File: src/lbb_consts.svh
`ifndef LBB_CONSTS_SVH
`define LBB_CONSTS_SVH

// Register byte addresses on the serial control interface
`define LBB_ADDR_PHASE2   8'h51
`define LBB_ADDR_PHASE3   8'h52
`define LBB_ADDR_PHASE4   8'h53
`define LBB_ADDR_PAUSE    8'h54
`define LBB_ADDR_DUTY     8'h55
`define LBB_ADDR_ON_DUR   8'h56

// Field layout
`define LBB_LEN_W         7
`define LBB_DUR_W         5
`define LBB_RST_VAL       8'h00

// Oscillator and timing
`define LBB_OSC_HZ        32000
`define LBB_STEP_MS       64
`define LBB_PERIOD_MS     8
`define LBB_STEP_TICKS    (`LBB_OSC_HZ * `LBB_STEP_MS / 1000)
`define LBB_PERIOD_TICKS  (`LBB_OSC_HZ * `LBB_PERIOD_MS / 1000)
`define LBB_SLOTS         32
`define LBB_SLOT_TICKS    (`LBB_PERIOD_TICKS / `LBB_SLOTS)
`define LBB_TB_W          11

`endif

File: src/lbb_pkg.sv
`default_nettype none

package lbb_pkg;

    typedef struct packed {
        logic [6:0] phase2_len;
        logic [6:0] phase3_len;
        logic [6:0] phase4_len;
        logic [6:0] pause_len;
        logic [4:0] duty_code;
        logic [4:0] on_duration;
    } lbb_cfg_t;

    // Phase states first; their codes index the length table
    typedef enum logic [2:0] {
        LBB_PH1,
        LBB_PH2,
        LBB_PH3,
        LBB_PH4,
        LBB_PAUSE,
        LBB_IDLE
    } lbb_state_t;

endpackage : lbb_pkg

`default_nettype wire

File: src/lbb_timebase.sv
`timescale 1ns/1ps
`default_nettype none
`include "lbb_consts.svh"

module lbb_timebase (
    input  wire logic       clk,
    input  wire logic       nrst,
    input  wire logic       osc_32k,
    output var  logic       step_pulse,
    output wire logic [4:0] duty_slot
);

    logic                 sync1_reg;
    logic                 sync2_reg;
    logic                 sync3_reg;
    logic [`LBB_TB_W-1:0] cnt_reg;
    logic                 osc_rise;

    localparam logic [`LBB_TB_W-1:0] CNT_MAX =
        `LBB_TB_W'(`LBB_STEP_TICKS - 1);

    always_ff @(posedge clk or negedge nrst)
    begin
        if (!nrst)
        begin
            sync1_reg <= 1'b0;
            sync2_reg <= 1'b0;
            sync3_reg <= 1'b0;
        end
        else
        begin
            sync1_reg <= osc_32k;
            sync2_reg <= sync1_reg;
            sync3_reg <= sync2_reg;
        end
    end

    assign osc_rise = sync2_reg & ~sync3_reg;

    // Oscillator edge counter, 64 ms per wrap
    always_ff @(posedge clk or negedge nrst)
    begin
        if (!nrst)
            cnt_reg <= '0;
        else if (osc_rise)
            cnt_reg <= (cnt_reg == CNT_MAX) ? '0 : cnt_reg + 1'b1;
    end

    always_ff @(posedge clk or negedge nrst)
    begin
        if (!nrst)
            step_pulse <= 1'b0;
        else
            step_pulse <= osc_rise && (cnt_reg == CNT_MAX);
    end

    // 8 ms period is the low 8 bits; slot is 8 ticks (250 us)
    assign duty_slot = cnt_reg[7:3];

endmodule : lbb_timebase

`default_nettype wire

File: src/lbb_channel.sv
`timescale 1ns/1ps
`default_nettype none
`include "lbb_consts.svh"

// Overview of operation
// - Second phase lasts its 7-bit length times 64 ms.
// - Third phase lasts its 7-bit length times 64 ms.
// - Fourth phase lasts its 7-bit length times 64 ms.
// - Pause lasts its 7-bit length times 64 ms; zero means no pause.
// - On-signal has 8 ms period, high (duty+1)/32 of it.
// - Duty zero gives 250 us high, 7.75 ms low.
// - Duty all-ones keeps the on-signal always high.
// - On-time equals its 5-bit value times 64 ms.
// - Unused register bits read zero and ignore writes.
// - All these registers clear on power-on reset.
// - Timing and duty fields read/write; unused bits read-only.
// - First phase lasts its externally held length times 64 ms.
module lbb_channel (
    input  wire logic              clk,
    input  wire logic              nrst,
    input  wire logic              osc_32k,
    input  wire logic              chan_enable,
    input  wire logic [6:0]        phase1_len,
    input  wire logic              reg_wr_en,
    input  wire logic              reg_rd_en,
    input  wire logic [7:0]        reg_addr,
    input  wire logic [7:0]        reg_wdata,
    output var  logic [7:0]        reg_rdata,
    output var  logic              chan_on_signal,
    output var  lbb_pkg::lbb_state_t phase_state
);

    lbb_pkg::lbb_cfg_t cfg_reg;
    logic [6:0]        step_cnt_reg;
    logic              step_pulse;
    logic [4:0]        duty_slot;
    logic              pwm_raw;
    logic              on_next;
    logic              active_phase;
    logic [4:0][6:0]   lens;
    logic [6:0]        cur_len;
    logic              first_reg;

    lbb_timebase u_timebase (
        .clk        (clk),
        .nrst       (nrst),
        .osc_32k    (osc_32k),
        .step_pulse (step_pulse),
        .duty_slot  (duty_slot)
    );

    function automatic lbb_pkg::lbb_state_t seek_next(
        input lbb_pkg::lbb_state_t cur,
        input logic [4:0][6:0]     tbl
    );
        int unsigned         base;
        int unsigned         idx;
        lbb_pkg::lbb_state_t res;
        res  = lbb_pkg::LBB_IDLE;
        base = (cur == lbb_pkg::LBB_IDLE) ? 4 : int'(cur);
        for (int unsigned k = 1; k <= 5; k++)
        begin
            idx = (base + k) % 5;
            if (res == lbb_pkg::LBB_IDLE && tbl[idx] != 7'h00)
                res = lbb_pkg::lbb_state_t'(idx[2:0]);
        end
        return res;
    endfunction : seek_next

    function automatic logic [7:0] read_mux(
        input logic [7:0]        addr,
        input lbb_pkg::lbb_cfg_t c
    );
        logic [7:0] d;
        d = `LBB_RST_VAL;
        case (addr)
            `LBB_ADDR_PHASE2: d = {1'b0, c.phase2_len};
            `LBB_ADDR_PHASE3: d = {1'b0, c.phase3_len};
            `LBB_ADDR_PHASE4: d = {1'b0, c.phase4_len};
            `LBB_ADDR_PAUSE:  d = {1'b0, c.pause_len};
            `LBB_ADDR_DUTY:   d = {3'h0, c.duty_code};
            `LBB_ADDR_ON_DUR: d = {3'h0, c.on_duration};
            default:          d = `LBB_RST_VAL;
        endcase
        return d;
    endfunction : read_mux

    // Register writes; upper unused bits are dropped
    always_ff @(posedge clk or negedge nrst)
    begin
        if (!nrst)
            cfg_reg <= '0;
        else if (reg_wr_en)
        begin
            case (reg_addr)
                `LBB_ADDR_PHASE2: cfg_reg.phase2_len  <= reg_wdata[6:0];
                `LBB_ADDR_PHASE3: cfg_reg.phase3_len  <= reg_wdata[6:0];
                `LBB_ADDR_PHASE4: cfg_reg.phase4_len  <= reg_wdata[6:0];
                `LBB_ADDR_PAUSE:  cfg_reg.pause_len   <= reg_wdata[6:0];
                `LBB_ADDR_DUTY:   cfg_reg.duty_code   <= reg_wdata[4:0];
                `LBB_ADDR_ON_DUR: cfg_reg.on_duration <= reg_wdata[4:0];
                default:          ;
            endcase
        end
    end

    always_ff @(posedge clk or negedge nrst)
    begin
        if (!nrst)
            reg_rdata <= `LBB_RST_VAL;
        else if (reg_rd_en)
            reg_rdata <= read_mux(reg_addr, cfg_reg);
    end

    always_ff @(posedge clk or negedge nrst)
    begin
        if (!nrst)
            first_reg <= 1'b1;
        else
            first_reg <= 1'b0;
    end

    assign lens = {cfg_reg.pause_len, cfg_reg.phase4_len,
                   cfg_reg.phase3_len, cfg_reg.phase2_len, phase1_len};

    always_comb
    begin
        cur_len = 7'h00;
        if (phase_state != lbb_pkg::LBB_IDLE)
            cur_len = lens[phase_state];
    end

    // Phase sequencer, advanced on 64 ms steps
    always_ff @(posedge clk or negedge nrst)
    begin
        if (!nrst)
        begin
            phase_state  <= lbb_pkg::LBB_IDLE;
            step_cnt_reg <= 7'h00;
        end
        else if (!chan_enable)
        begin
            phase_state  <= lbb_pkg::LBB_IDLE;
            step_cnt_reg <= 7'h00;
        end
        else if (phase_state == lbb_pkg::LBB_IDLE)
        begin
            phase_state  <= seek_next(phase_state, lens);
            step_cnt_reg <= 7'h00;
        end
        else if (step_pulse)
        begin
            if (step_cnt_reg + 7'h01 >= cur_len)
            begin
                phase_state  <= seek_next(phase_state, lens);
                step_cnt_reg <= 7'h00;
            end
            else
                step_cnt_reg <= step_cnt_reg + 7'h01;
        end
    end

    // Slot index within the 8 ms period versus duty code
    assign pwm_raw = (duty_slot <= cfg_reg.duty_code);

    assign active_phase = (phase_state != lbb_pkg::LBB_IDLE) &&
                          (phase_state != lbb_pkg::LBB_PAUSE);

    assign on_next = chan_enable && active_phase && pwm_raw &&
                     (step_cnt_reg < {2'b00, cfg_reg.on_duration});

    always_ff @(posedge clk or negedge nrst)
    begin
        if (!nrst)
            chan_on_signal <= 1'b0;
        else
            chan_on_signal <= on_next;
    end
endmodule : lbb_channel

`default_nettype wire

File: config.mk
export PLATFORM = sky130hd
export DESIGN_NAME = lbb_channel
export DESIGN_NICKNAME = d
export VERILOG_FILES = /design/src/lbb_pkg.sv /design/src/lbb_timebase.sv /design/src/lbb_channel.sv
export VERILOG_INCLUDE_DIRS = /design/src
export SDC_FILE = /design/constraint.sdc
export NUM_CORES = 1
export LEC_CHECK = 0
export BUFFER_PORTS_ARGS = -buffer_cell sky130_fd_sc_hd__buf_4
export CORE_MARGIN = 8
export CORE_UTILIZATION = 50
export DETAILED_ROUTE_END_ITERATION = 6
export PLACE_DENSITY_LB_ADDON = 0.25
export SYNTH_ARGS = -nofsm -noshare
export SYNTH_HDL_FRONTEND = slang
export SYNTH_SLANG_ARGS = --single-unit
File: constraint.sdc
create_clock -name clk -period 4.4 [get_ports clk]
set_input_delay 0.66 -clock clk [delete_from_list [all_inputs] [get_ports clk]]
set_output_delay 0.66 -clock clk [all_outputs]
set_load 0.05 [all_outputs]
# Word-level counts from Yosys, hierarchy flattened
# Cells that the tools add are included.
# totals
reg_bits	72
wordCells	140
output_inout_bits	12
in_bits	29
# classes
order_cmp	9
mux	57
add_sub_neg	7
n_reduce_logical	25
bitwise	2
n_div	5
n_eq_ne	20
# ops
operator	n
$lt A32 B4 Y1 const B	5
$mod A32 B3 Y32 const B	5
$bmux W7 S3	6
$mux W3	38
$mux W7	11
$eq A8 B7 Y1 const B	6
$pmux W7 S6	1
$reduce_bool A7 Y1	5
$eq A3 B3 Y1 const B	9
$reduce_and A2 Y1	7
$logic_and A1 B1 Y1	13
$add A11 B1 Y11 const B	1
$eq A11 B11 Y1 const B	1
$mux W11	1
$add A3 B2 Y4 const B	2
$add A3 B3 Y4 const B	2
$add A7 B1 Y7 const B	1
$ge A7 B7 Y1	1
$lt A7 B5 Y1	1
$ne A3 B1 Y1 const B	2
$ne A3 B3 Y1 const B	2
$le A5 B5 Y1	1
$add A3 B1 Y4 const B	1
$lt A3 B4 Y1 const B	1
2 further kinds	2

# Depth between registers and ports, before layout
# Gate-level depths: netlist of run 1.
# depth
depth_word	40
mapped_depth	22
ltp_nobuf	21

# Cells and area by module
# From an unflattened synthesis of run 1, not the netlist that was laid out.
# hier_totals
cells_unflattened	636
area_unflattened_um2	5685.5
# by_module_without_submodules
module	instances	cells_each	seq_area_each_um2	area_per_inst_um2
lbb_channel	1	571	1403.8	4973.5
lbb_timebase	1	65	375.4	711.9

# Least setup slack after synthesis of run 1
# No wires, ideal clock.
# synth_path
kind	register to register
start	reg phase_state[2]
end	reg phase_state[1]
path_stages_with_launch	22
setup_ns	0.132
t_arrival_ns	4.884
t_required_ns	4.268
n_path_buf	1
period_less_slack_ns	5.016
setup_slack_ns	-0.616
path_cell_list	dfstp_2 > buf_2 > nand2b_4 > nand2_1 > clkinv_1 > ha_1 > xnor2_1 > inv_1 > ha_1 > o31ai_1 > xnor2_1 > inv_1 > ha_1 > nand2b_1 > a22oi_1 > mux2i_1 > mux2i_1 > o21ai_0 > o2111a_1 > o21a_1 > a221oi_1 > a21oi_1
# synth_via
elab_chain_cells	40
elab_cells_between_ends	88
classes_between	add/sub: 5; div: 5; order compare: 1; eq/ne: 12; mux: 51; reduce/logical: 14
# synth_lines
element	line_no	text
start, declared	lbb_channel.sv:30	output var lbb_pkg::lbb_state_t phase_state
start signal, assigned	lbb_channel.sv:138	phase_state <= lbb_pkg::LBB_IDLE;
start signal, assigned	lbb_channel.sv:143	phase_state <= lbb_pkg::LBB_IDLE;
start signal, assigned	lbb_channel.sv:148	phase_state <= seek_next(phase_state, lens);
$eq A3 B3 Y1	lbb_channel.sv:60, lbb_channel.sv:146	
$mux W3	lbb_channel.sv:60	base = (cur == lbb_pkg::LBB_IDLE) ? 4 : int'(cur);
$add A3 B1 Y4	lbb_channel.sv:63	idx = (base + k) % 5;
$mod A32 B3 Y32	lbb_channel.sv:63	
$bmux W7 S3	lbb_channel.sv:64	if (res == lbb_pkg::LBB_IDLE && tbl[idx] != 7'h00)
$mux W7 (not written as such)	lbb_channel.sv:64	
$reduce_bool A7 Y1	lbb_channel.sv:64	
$mux W3	lbb_channel.sv:64	
[24 not listed]	--	
$mux W3	lbb_channel.sv:141	else if (!chan_enable)
$eq A3 B3 Y1	lbb_channel.sv:64	
$logic_and A1 B1 Y1	lbb_channel.sv:64	
$mux W3	lbb_channel.sv:64	
$mux W3	lbb_channel.sv:153	if (step_cnt_reg + 7'h01 >= cur_len)
$mux W3	lbb_channel.sv:151	else if (step_pulse)
$mux W3	lbb_channel.sv:146	else if (phase_state == lbb_pkg::LBB_IDLE)
$mux W3	lbb_channel.sv:141	
# Parallel ways exist; a longest one is shown, timed or not. The select of a mux whose other input is x is not followed.
# A chain may end at the register's enable or synchronous reset.

# Worst setup path after layout of run 1
# Same ends and word-level chain as after synthesis.

==> summary.txt, run 1 <==
Synth
  – Cell variety after synth: 81
  – Synth Area per Inst: between 9 and 10 um2
  – Number of synthesized register bits: 71
  – Top cells by count, synth: dfrtp_1, nand2_1, nor2_1, mux2_2, ha_1
  – Mapped Cells: 592
  – Share of the synthesized area in the top cell type: 0.3138
  – Leading area contributor after synthesis: dfrtp_1
  – Ys Warns: 0
  – Post-synth ARST share: 1.000
  – Post-Syn Area: 5503 um2
  – Sequential-to-total area share from yosys stat: 0.3233
  – Synth Flop Type: dfrtp_1
  – EDFF count, synth: 0
  – Synth area leaders: dfrtp_1, ha_1, mux2_2
  – Count leader, synth: dfrtp_1
  – Mapped Nets: 659

Floorplan
  – Std-Cell Rows: 38
  – Die H: 120.9 um
  – Core area: approximately 11000 um2
  – Num ports: between 40 and 50
  – Die Wd: 120.9 um
  – Initial core utilization: 0.5099
  – Die area: ~15000 um2

Global route
  – Total track usage: 0.2043
  – Global-route wire length before repair: 23880 um
  – Initial antenna violation count: 0
  – Aggregate global routing overflow: 0
  – Number of global-route vias before repair: 4753
  – Largest net degree at the start of global routing: 72

Power
  – PwrDens: around 710 nW/um2
  – Sequential share of power: 0.176
  – VDD IR max: 552.1 uV
  – Combinational fraction of design power: 0.704
  – Switch Pwr: 2.155 mW
  – P_int: ~2.3 mW
  – Total Power: 4.485 mW
  – LEAKAGE: between 2 and 3 nW
  – Switching Fraction: 0.4806
  – Clock power share: 0.120

Layout
  – Fillers: between 900 and 1000
  – Fin nets: 709
  – Finished Cell Area: 6309 um2
  – Layout cells sized above 1: 0.2411
  – Post-route insts no fill: 787
  – Max FFs per register: 38
  – Inserted Diodes: 0
  – Area grow syn2layout: 14.64%

Routing
  – DR top layer: met4
  – Vias: 4848
  – Vias per std cell: about 6.2
  – Met2 wire length: 7177 um
  – Met1 Wirelength: 6321 um
  – DR WL met3: 779 um
  – 1st-iter DRT viols: 367
  – Detailed Route WL: about 15000 um
  – # DRC: 0
  – Post-detailed-route wirelength per cell: ~19 um
  – First drt pass iteration count: 5
  – Antenna-violating nets left: 0

STA
  – Worst Tran Pin Value: ~1 ns
  – Final hold violation count: 0
  – Worst Clk Skew: approximately 0.012 ns
  – Slew margin rel.: 0.3202
  – Slew Limit Fails: 0
  – Min Clock Period, post-route: ~4.2 ns
  – Final setup violation count: 0
  – Max frequency: 238.2 MHz
  – Final Cycle Share: 0.9542

Clock tree
  – Root Buffer: clkbuf_8
  – Clock Latency Late Sink: 0.37 ns
  – Sink Count: 71
  – Num CTS Buffers: 9
  – H-tree levels: 3
  – Clk slew on worst S/H paths: 0.08 ns
  – CTS max path bufs: 2
  – CTS tree: yes

Hold path
  – WHS Endpoint: u_timebase.sync2_reg$_DFF_PN0_
  – Hold Startpoint: u_timebase.sync1_reg$_DFF_PN0_
  – Min-delay worst type: reg2reg
  – Worst hold stages: 0

Placement
  – PortBufs: 38
  – Inst Count DP: 769
  – Placed Area: 6050 um2
  – Post-DP HPWL: 10970 um
  – Placer Congestion: roughly 0.91

Critical path
  – R2r setup slk: just over 0.2 ns
  – Critical path origin: phase_state[2]$_DFFE_PN1P_
  – CP Data Arrival Time: 4.49 ns
  – Worst path cell trace: buf_4 > ha_1 > and2_1 > a21oi_4 > nor2_1 > a21oi_1 > ha_2 > nand2b_1 > a221o_1 > o22ai_1 > nor2_1 > a211oi_1 > a311oi_1 > o211ai_1 > and2_4 > o311ai_1 > or4b_1 > a21oi_1
  – Startpoint types: flip-flop
  – Delay of the slowest critical-path stage: slightly below 0.5 ns
  – Crit Path Max Fanout: 10
  – Reg2reg end: phase_state[1]$_DFFE_PN0P_
  – Critical path required time: about 4.7 ns
  – CP max stage cell: or4b_1
  – Worst-case reg-to-reg path depth: 18
  – CP Capture Type: flip-flop
  – Critical path type: reg2reg
  – Reg2Reg Launch Point: phase_state[2]$_DFFE_PN1P_

Flow run
  – Max-cap violation count: 0

Run status
  – Status: complete, no violations
-- layout make-up --
class | count | area [um2] | area share
Clock buffer | 10 | 137.6 | 0.02182
Tap cell | 140 | 175.2 | 0.02777
Inverter | 27 | 108.9 | 0.01725
Clock inverter | 6 | 67.56 | 0.01071
Multi-Input combinational cell | 475 | 3603 | 0.5712
Sequential cell | 71 | 1780 | 0.2822
Timing Repair Buffer | 58 | 435.4 | 0.06902
-- metal layers --
| layer | GRT usage | vias to the layer above |
|---|---|---|
| li1 | - | 2316 |
| met1 | 0.2555 | 2344 |
| met2 | 0.3434 | 162 |
| met3 | 0.03955 | 26 |
| met4 | 0.07338 | 0 |
| met5 | 0 | - |
-- critical path, delay by kind of cell, from the launching register on --
family | cells | cell delay, ns
flops | 1 | 0.40
simple gates | 6 | 1.13
compound gates | 9 | 1.93
buf+inv | 1 | 0.16
fa+ha+maj | 2 | 0.50
-- timing repair --
item	in CTS	in global routing
hold buffers	0	0
endpoints found under the setup margin	0	3
resized for setup	0	8
setup buffers	0	2
-- cells in the final DEF, fill, tap and decap left out, drive strengths merged, types with 6 or more instances in the layout --
master / synthesis / routed
a21o: 9 / 9
a21oi: 26 / 26
a221oi: 6 / 6
a22oi: 13 / 13
and2: 8 / 8
and3: 14 / 14
buf: 8 / 58
clkbuf: 11 / 10
dfrtp: 69 / 69
ha: 38 / 38
inv: 26 / 28
mux2: 42 / 42
mux2i: 13 / 13
mux4: 7 / 7
nand2: 58 / 58
nand2b: 11 / 11
nand3: 14 / 14
nor2: 47 / 47
nor2b: 12 / 12
nor3: 15 / 15
nor4: 6 / 6
o21ai: 32 / 32
o31ai: 6 / 6
xnor2: 13 / 13
-- cell families after synthesis --
kind of cell | after synthesis | share of synthesized area
AO/OA/AOI/OAI | 152 | 0.2008
flip-flops | 71 | 0.3233
AND/OR/NAND/NOR | 204 | 0.1851
XOR/XNOR | 18 | 0.03001
buffers and inverters | 46 | 0.03547
adder cells (fa/ha/maj) | 38 | 0.08640
multiplexers | 62 | 0.1382
other | 1 | 0.0006815
-- worst max path at each step --
stage                                       to  slack (ns)  cells after the start
CTS                 phase_state[1]$_DFFE_PN0P_        0.07                     19
finish              phase_state[1]$_DFFE_PN0P_        0.20                     18
global placement    phase_state[1]$_DFFE_PN0P_        0.19                     19
global route        phase_state[1]$_DFFE_PN0P_       -0.01                     20
detailed placement  phase_state[1]$_DFFE_PN0P_        0.09                     19
floorplan           phase_state[1]$_DFFE_PN0P_        0.02                     20
-- power groups by stage --
stage | logic [mW] | clock network [mW] | registers (mW)
3_3_place_gp | 2.88 | 0 | 0.798
5_1_grt | 3.45 | 0.577 | 0.796
3_5_place_dp | 2.95 | 0 | 0.801
6_report | 3.16 | 0.540 | 0.788
4_1_cts | 2.97 | 0.550 | 0.788
2_1_floorplan | 2.24 | 0 | 0.825
-- metrics by stage --
stage / worst slack, ns / utilization / hold slack [ns] / TNS [ns]
after global placement: 0.1879 / 0.5605 / 0.3457 / 0
final: 0.2017 / 0.5845 / 0.3601 / 0
after floorplan: 0.01591 / - / 0.3312 / 0
after CTS: 0.06557 / 0.5795 / 0.3631 / 0
after detailed placement: 0.09301 / 0.5605 / 0.3450 / 0
after global routing: -0.01457 / 0.5845 / 0.3665 / -0.01457
Note: power is estimated with default switching activity, not from simulation.
==> run 2, diff against run 1 <==
- PLACE_DENSITY: default -> 0.75
- PLACE_DENSITY_LB_ADDON: 0.25 -> default
==> run 2 against run 1 <==
Routed wire length down 0.68%. Cell count increased by 0.51%. Flip-flop and latch count unchanged. Clock skew is 0.0038 ns lower. Die area stayed put. Core utilization rose by 0.59 points. Critical path depth rose by 4. Non-clock buffer count is 5 higher. Combinational power grew 3%. Clock-buffer cell count decreased by 1. Fmax grew 0.14%. Register-to-register slack about the same. Critical endpoint is now phase_state[0]$_DFFE_PN1P_.
==> summary.txt, run 2 (synthesis results as in run 1) <==
Run status
  – Status: complete, no violations

STA
  – Worst Clk Skew: about 0.008 ns
  – Min Clock Period, post-route: 4.192 ns
  – Final setup violation count: 0
  – Final hold violation count: 0
  – Slew margin rel.: 0.4127
  – Max frequency: around 240 MHz
  – Worst Tran Pin Value: 0.8809 ns
  – Final Cycle Share: 0.9528
  – Slew Limit Fails: 0
  – Worst Setup Slack, final: 0.2078 ns

Power
  – LEAKAGE: 2.875 nW
  – PwrDens: just over 700 nW/um2
  – Total Power: 4.516 mW
  – VDD IR max: 455.7 uV

Hold path
  – Hold Startpoint: u_timebase.sync1_reg$_DFF_PN0_
  – Min-delay worst type: reg2reg

Routing
  – Vias: 4897
  – First drt pass iteration count: 5
  – Detailed Route WL: approximately 15000 um
  – # DRC: 0
  – Vias per std cell: 6.191
  – Post-detailed-route wirelength per cell: 18.34 um
  – 1st-iter DRT viols: 302
  – Antenna-violating nets left: 0

Layout
  – Max FFs per register: 38
  – Commonest non-fill, non-tap cells in the layout: dfrtp_1, buf_4, nand2_1
  – Layout cells sized above 1: 0.2535
  – Inserted Diodes: 0
  – Final design utilization: 0.5904
  – Most common cell after layout, fill and taps aside: dfrtp_1
  – Post-route insts no fill: approximately 790
  – Fin nets: 714
  – Area grow syn2layout: 15.80%

Critical path
  – CP max stage cell: dfstp_2
  – Startpoint types: flip-flop
  – Critical path required time: about 4.7 ns
  – Worst path cell trace: nand2b_4 > nand2_4 > clkinv_4 > ha_2 > xnor2_4 > inv_1 > ha_2 > o31ai_4 > xnor2_2 > inv_1 > ha_1 > nand2b_1 > a22oi_2 > buf_4 > xnor2_2 > mux2i_1 > mux2i_1 > o21ai_0 > o2111a_1 > o211a_1 > a211oi_1 > o22a_1
  – Delay-heaviest family, CP: compound AO/OA/AOI/OAI gates
  – Reg2Reg Launch Point: phase_state[2]$_DFFE_PN1P_
  – CP Data Arrival Time: 4.47 ns
  – Critical path type: reg2reg
  – Delay of the slowest critical-path stage: ~0.56 ns
  – CP Capture Type: flip-flop
  – WP buf/inv: 4
  – Critical path origin: phase_state[2]$_DFFE_PN1P_
  – Crit Path Max Fanout: 8

Clock tree
  – CTS tree: yes
  – Num CTS Buffers: 9
  – Root Buffer: clkbuf_8
  – H-tree levels: 3
  – Clock Latency Late Sink: about 0.35 ns
  – Clk slew on worst S/H paths: roughly 0.070 ns
  – Sink Count: 71
  – CTS max path bufs: 2

Floorplan
  – Num ports: 41
  – Die Wd: roughly 120 um
  – Die area: 14620 um2
  – Core area: 10790 um2
  – Die H: between 100 and 150 um
  – Initial core utilization: 0.5099
  – Std-Cell Rows: 38

Global route
  – Largest net degree at the start of global routing: 72
  – GRT busiest layer: met2
  – Met1 global-route usage: 0.2535
  – Aggregate global routing overflow: 0
  – Initial antenna violation count: 0
  – Number of global-route vias before repair: 4934
  – Total track usage: 0.2018
  – GR Layer Usage met2: 0.3209
  – GR Util met3: 0.04328
  – Global-route wire length before repair: 23850 um

Flow run
  – Max-cap violation count: 0

Placement
  – DP Worst Slack: between 0.06 and 0.07 ns
  – Placer Congestion: 0.9217
  – Post-DP HPWL: 10960 um
  – PortBufs: 38
  – Inst Count DP: 770
==> run 2: repair_timing <==
action | 4_1_cts | 5_1_grt
setup endpoints to repair | 0 | 3
setup buffers | 0 | 6
resized for setup | 0 | 15
hold buffers | 0 | 0
==> run 2: area by class of cell <==
| type | instances | area [um2] |
|---|---|---|
| well taps | 140 | 175.2 |
| fillers | 901 | 4420 |
| clock inverters | 6 | 62.56 |
| multi-input cells | 475 | 3651 |
| repair buffers | 63 | 473.0 |
| clock buffers | 9 | 123.9 |
| inverters | 27 | 106.4 |
| flip-flops and latches | 71 | 1780 |
==> run 2: worst register-to-register path, delay by kind of cell, from the launching register on <==
family,cells,cell delay (ns)
multiplexers,2,0.32
buffers and inverters,4,0.48
adder cells (fa/ha/maj),3,0.63
XOR/XNOR,3,0.52
flip-flops,1,0.56
AO/OA/AOI/OAI,7,1.27
AND/OR/NAND/NOR,3,0.35
==> run 2: stage by stage <==
step / TNS (ns) / hold slack, ns / instance area, um2
6_report: 0 / 0.3643 / 6372
5_1_grt: -0.07887 / 0.3682 / 6372
4_1_cts: 0 / 0.3660 / 6243
3_5_place_dp: 0 / 0.3378 / 6057
3_3_place_gp: 0 / 0.3436 / 6057
2_1_floorplan: 0 / 0.3312 / 5557
==> run 2: power by group <==
group          leakage [nW]  switching, mW  internal, mW
clock network        0.0871          0.233         0.256
registers             0.954         0.0659         0.718
logic                  1.83           1.86          1.38
==> run 2: path summary, 6_finish.rpt <==
kind                                                      endpoint  slack (ns)  cells after the start
worst max-delay path                    phase_state[0]$_DFFE_PN1P_        0.21                     22
worst min-delay path                u_timebase.sync2_reg$_DFF_PN0_        0.36                      0
worst max register to register          phase_state[0]$_DFFE_PN1P_        0.21                     22
worst min register to register      u_timebase.sync2_reg$_DFF_PN0_        0.36                      0
max in group asynchronous               phase_state[1]$_DFFE_PN0P_        3.37                      1
min in group asynchronous       u_timebase.cnt_reg[10]$_DFFE_PN0P_        0.42                      1
==> run 2: routing by layer <==
| metal | up-vias | share of wire |
|---|---|---|
| met5 | - | 0 |
| met4 | 0 | 0.040 |
| met3 | 51 | 0.058 |
| met2 | 196 | 0.47 |
| met1 | 2333 | 0.44 |
| li1 | 2317 | - |
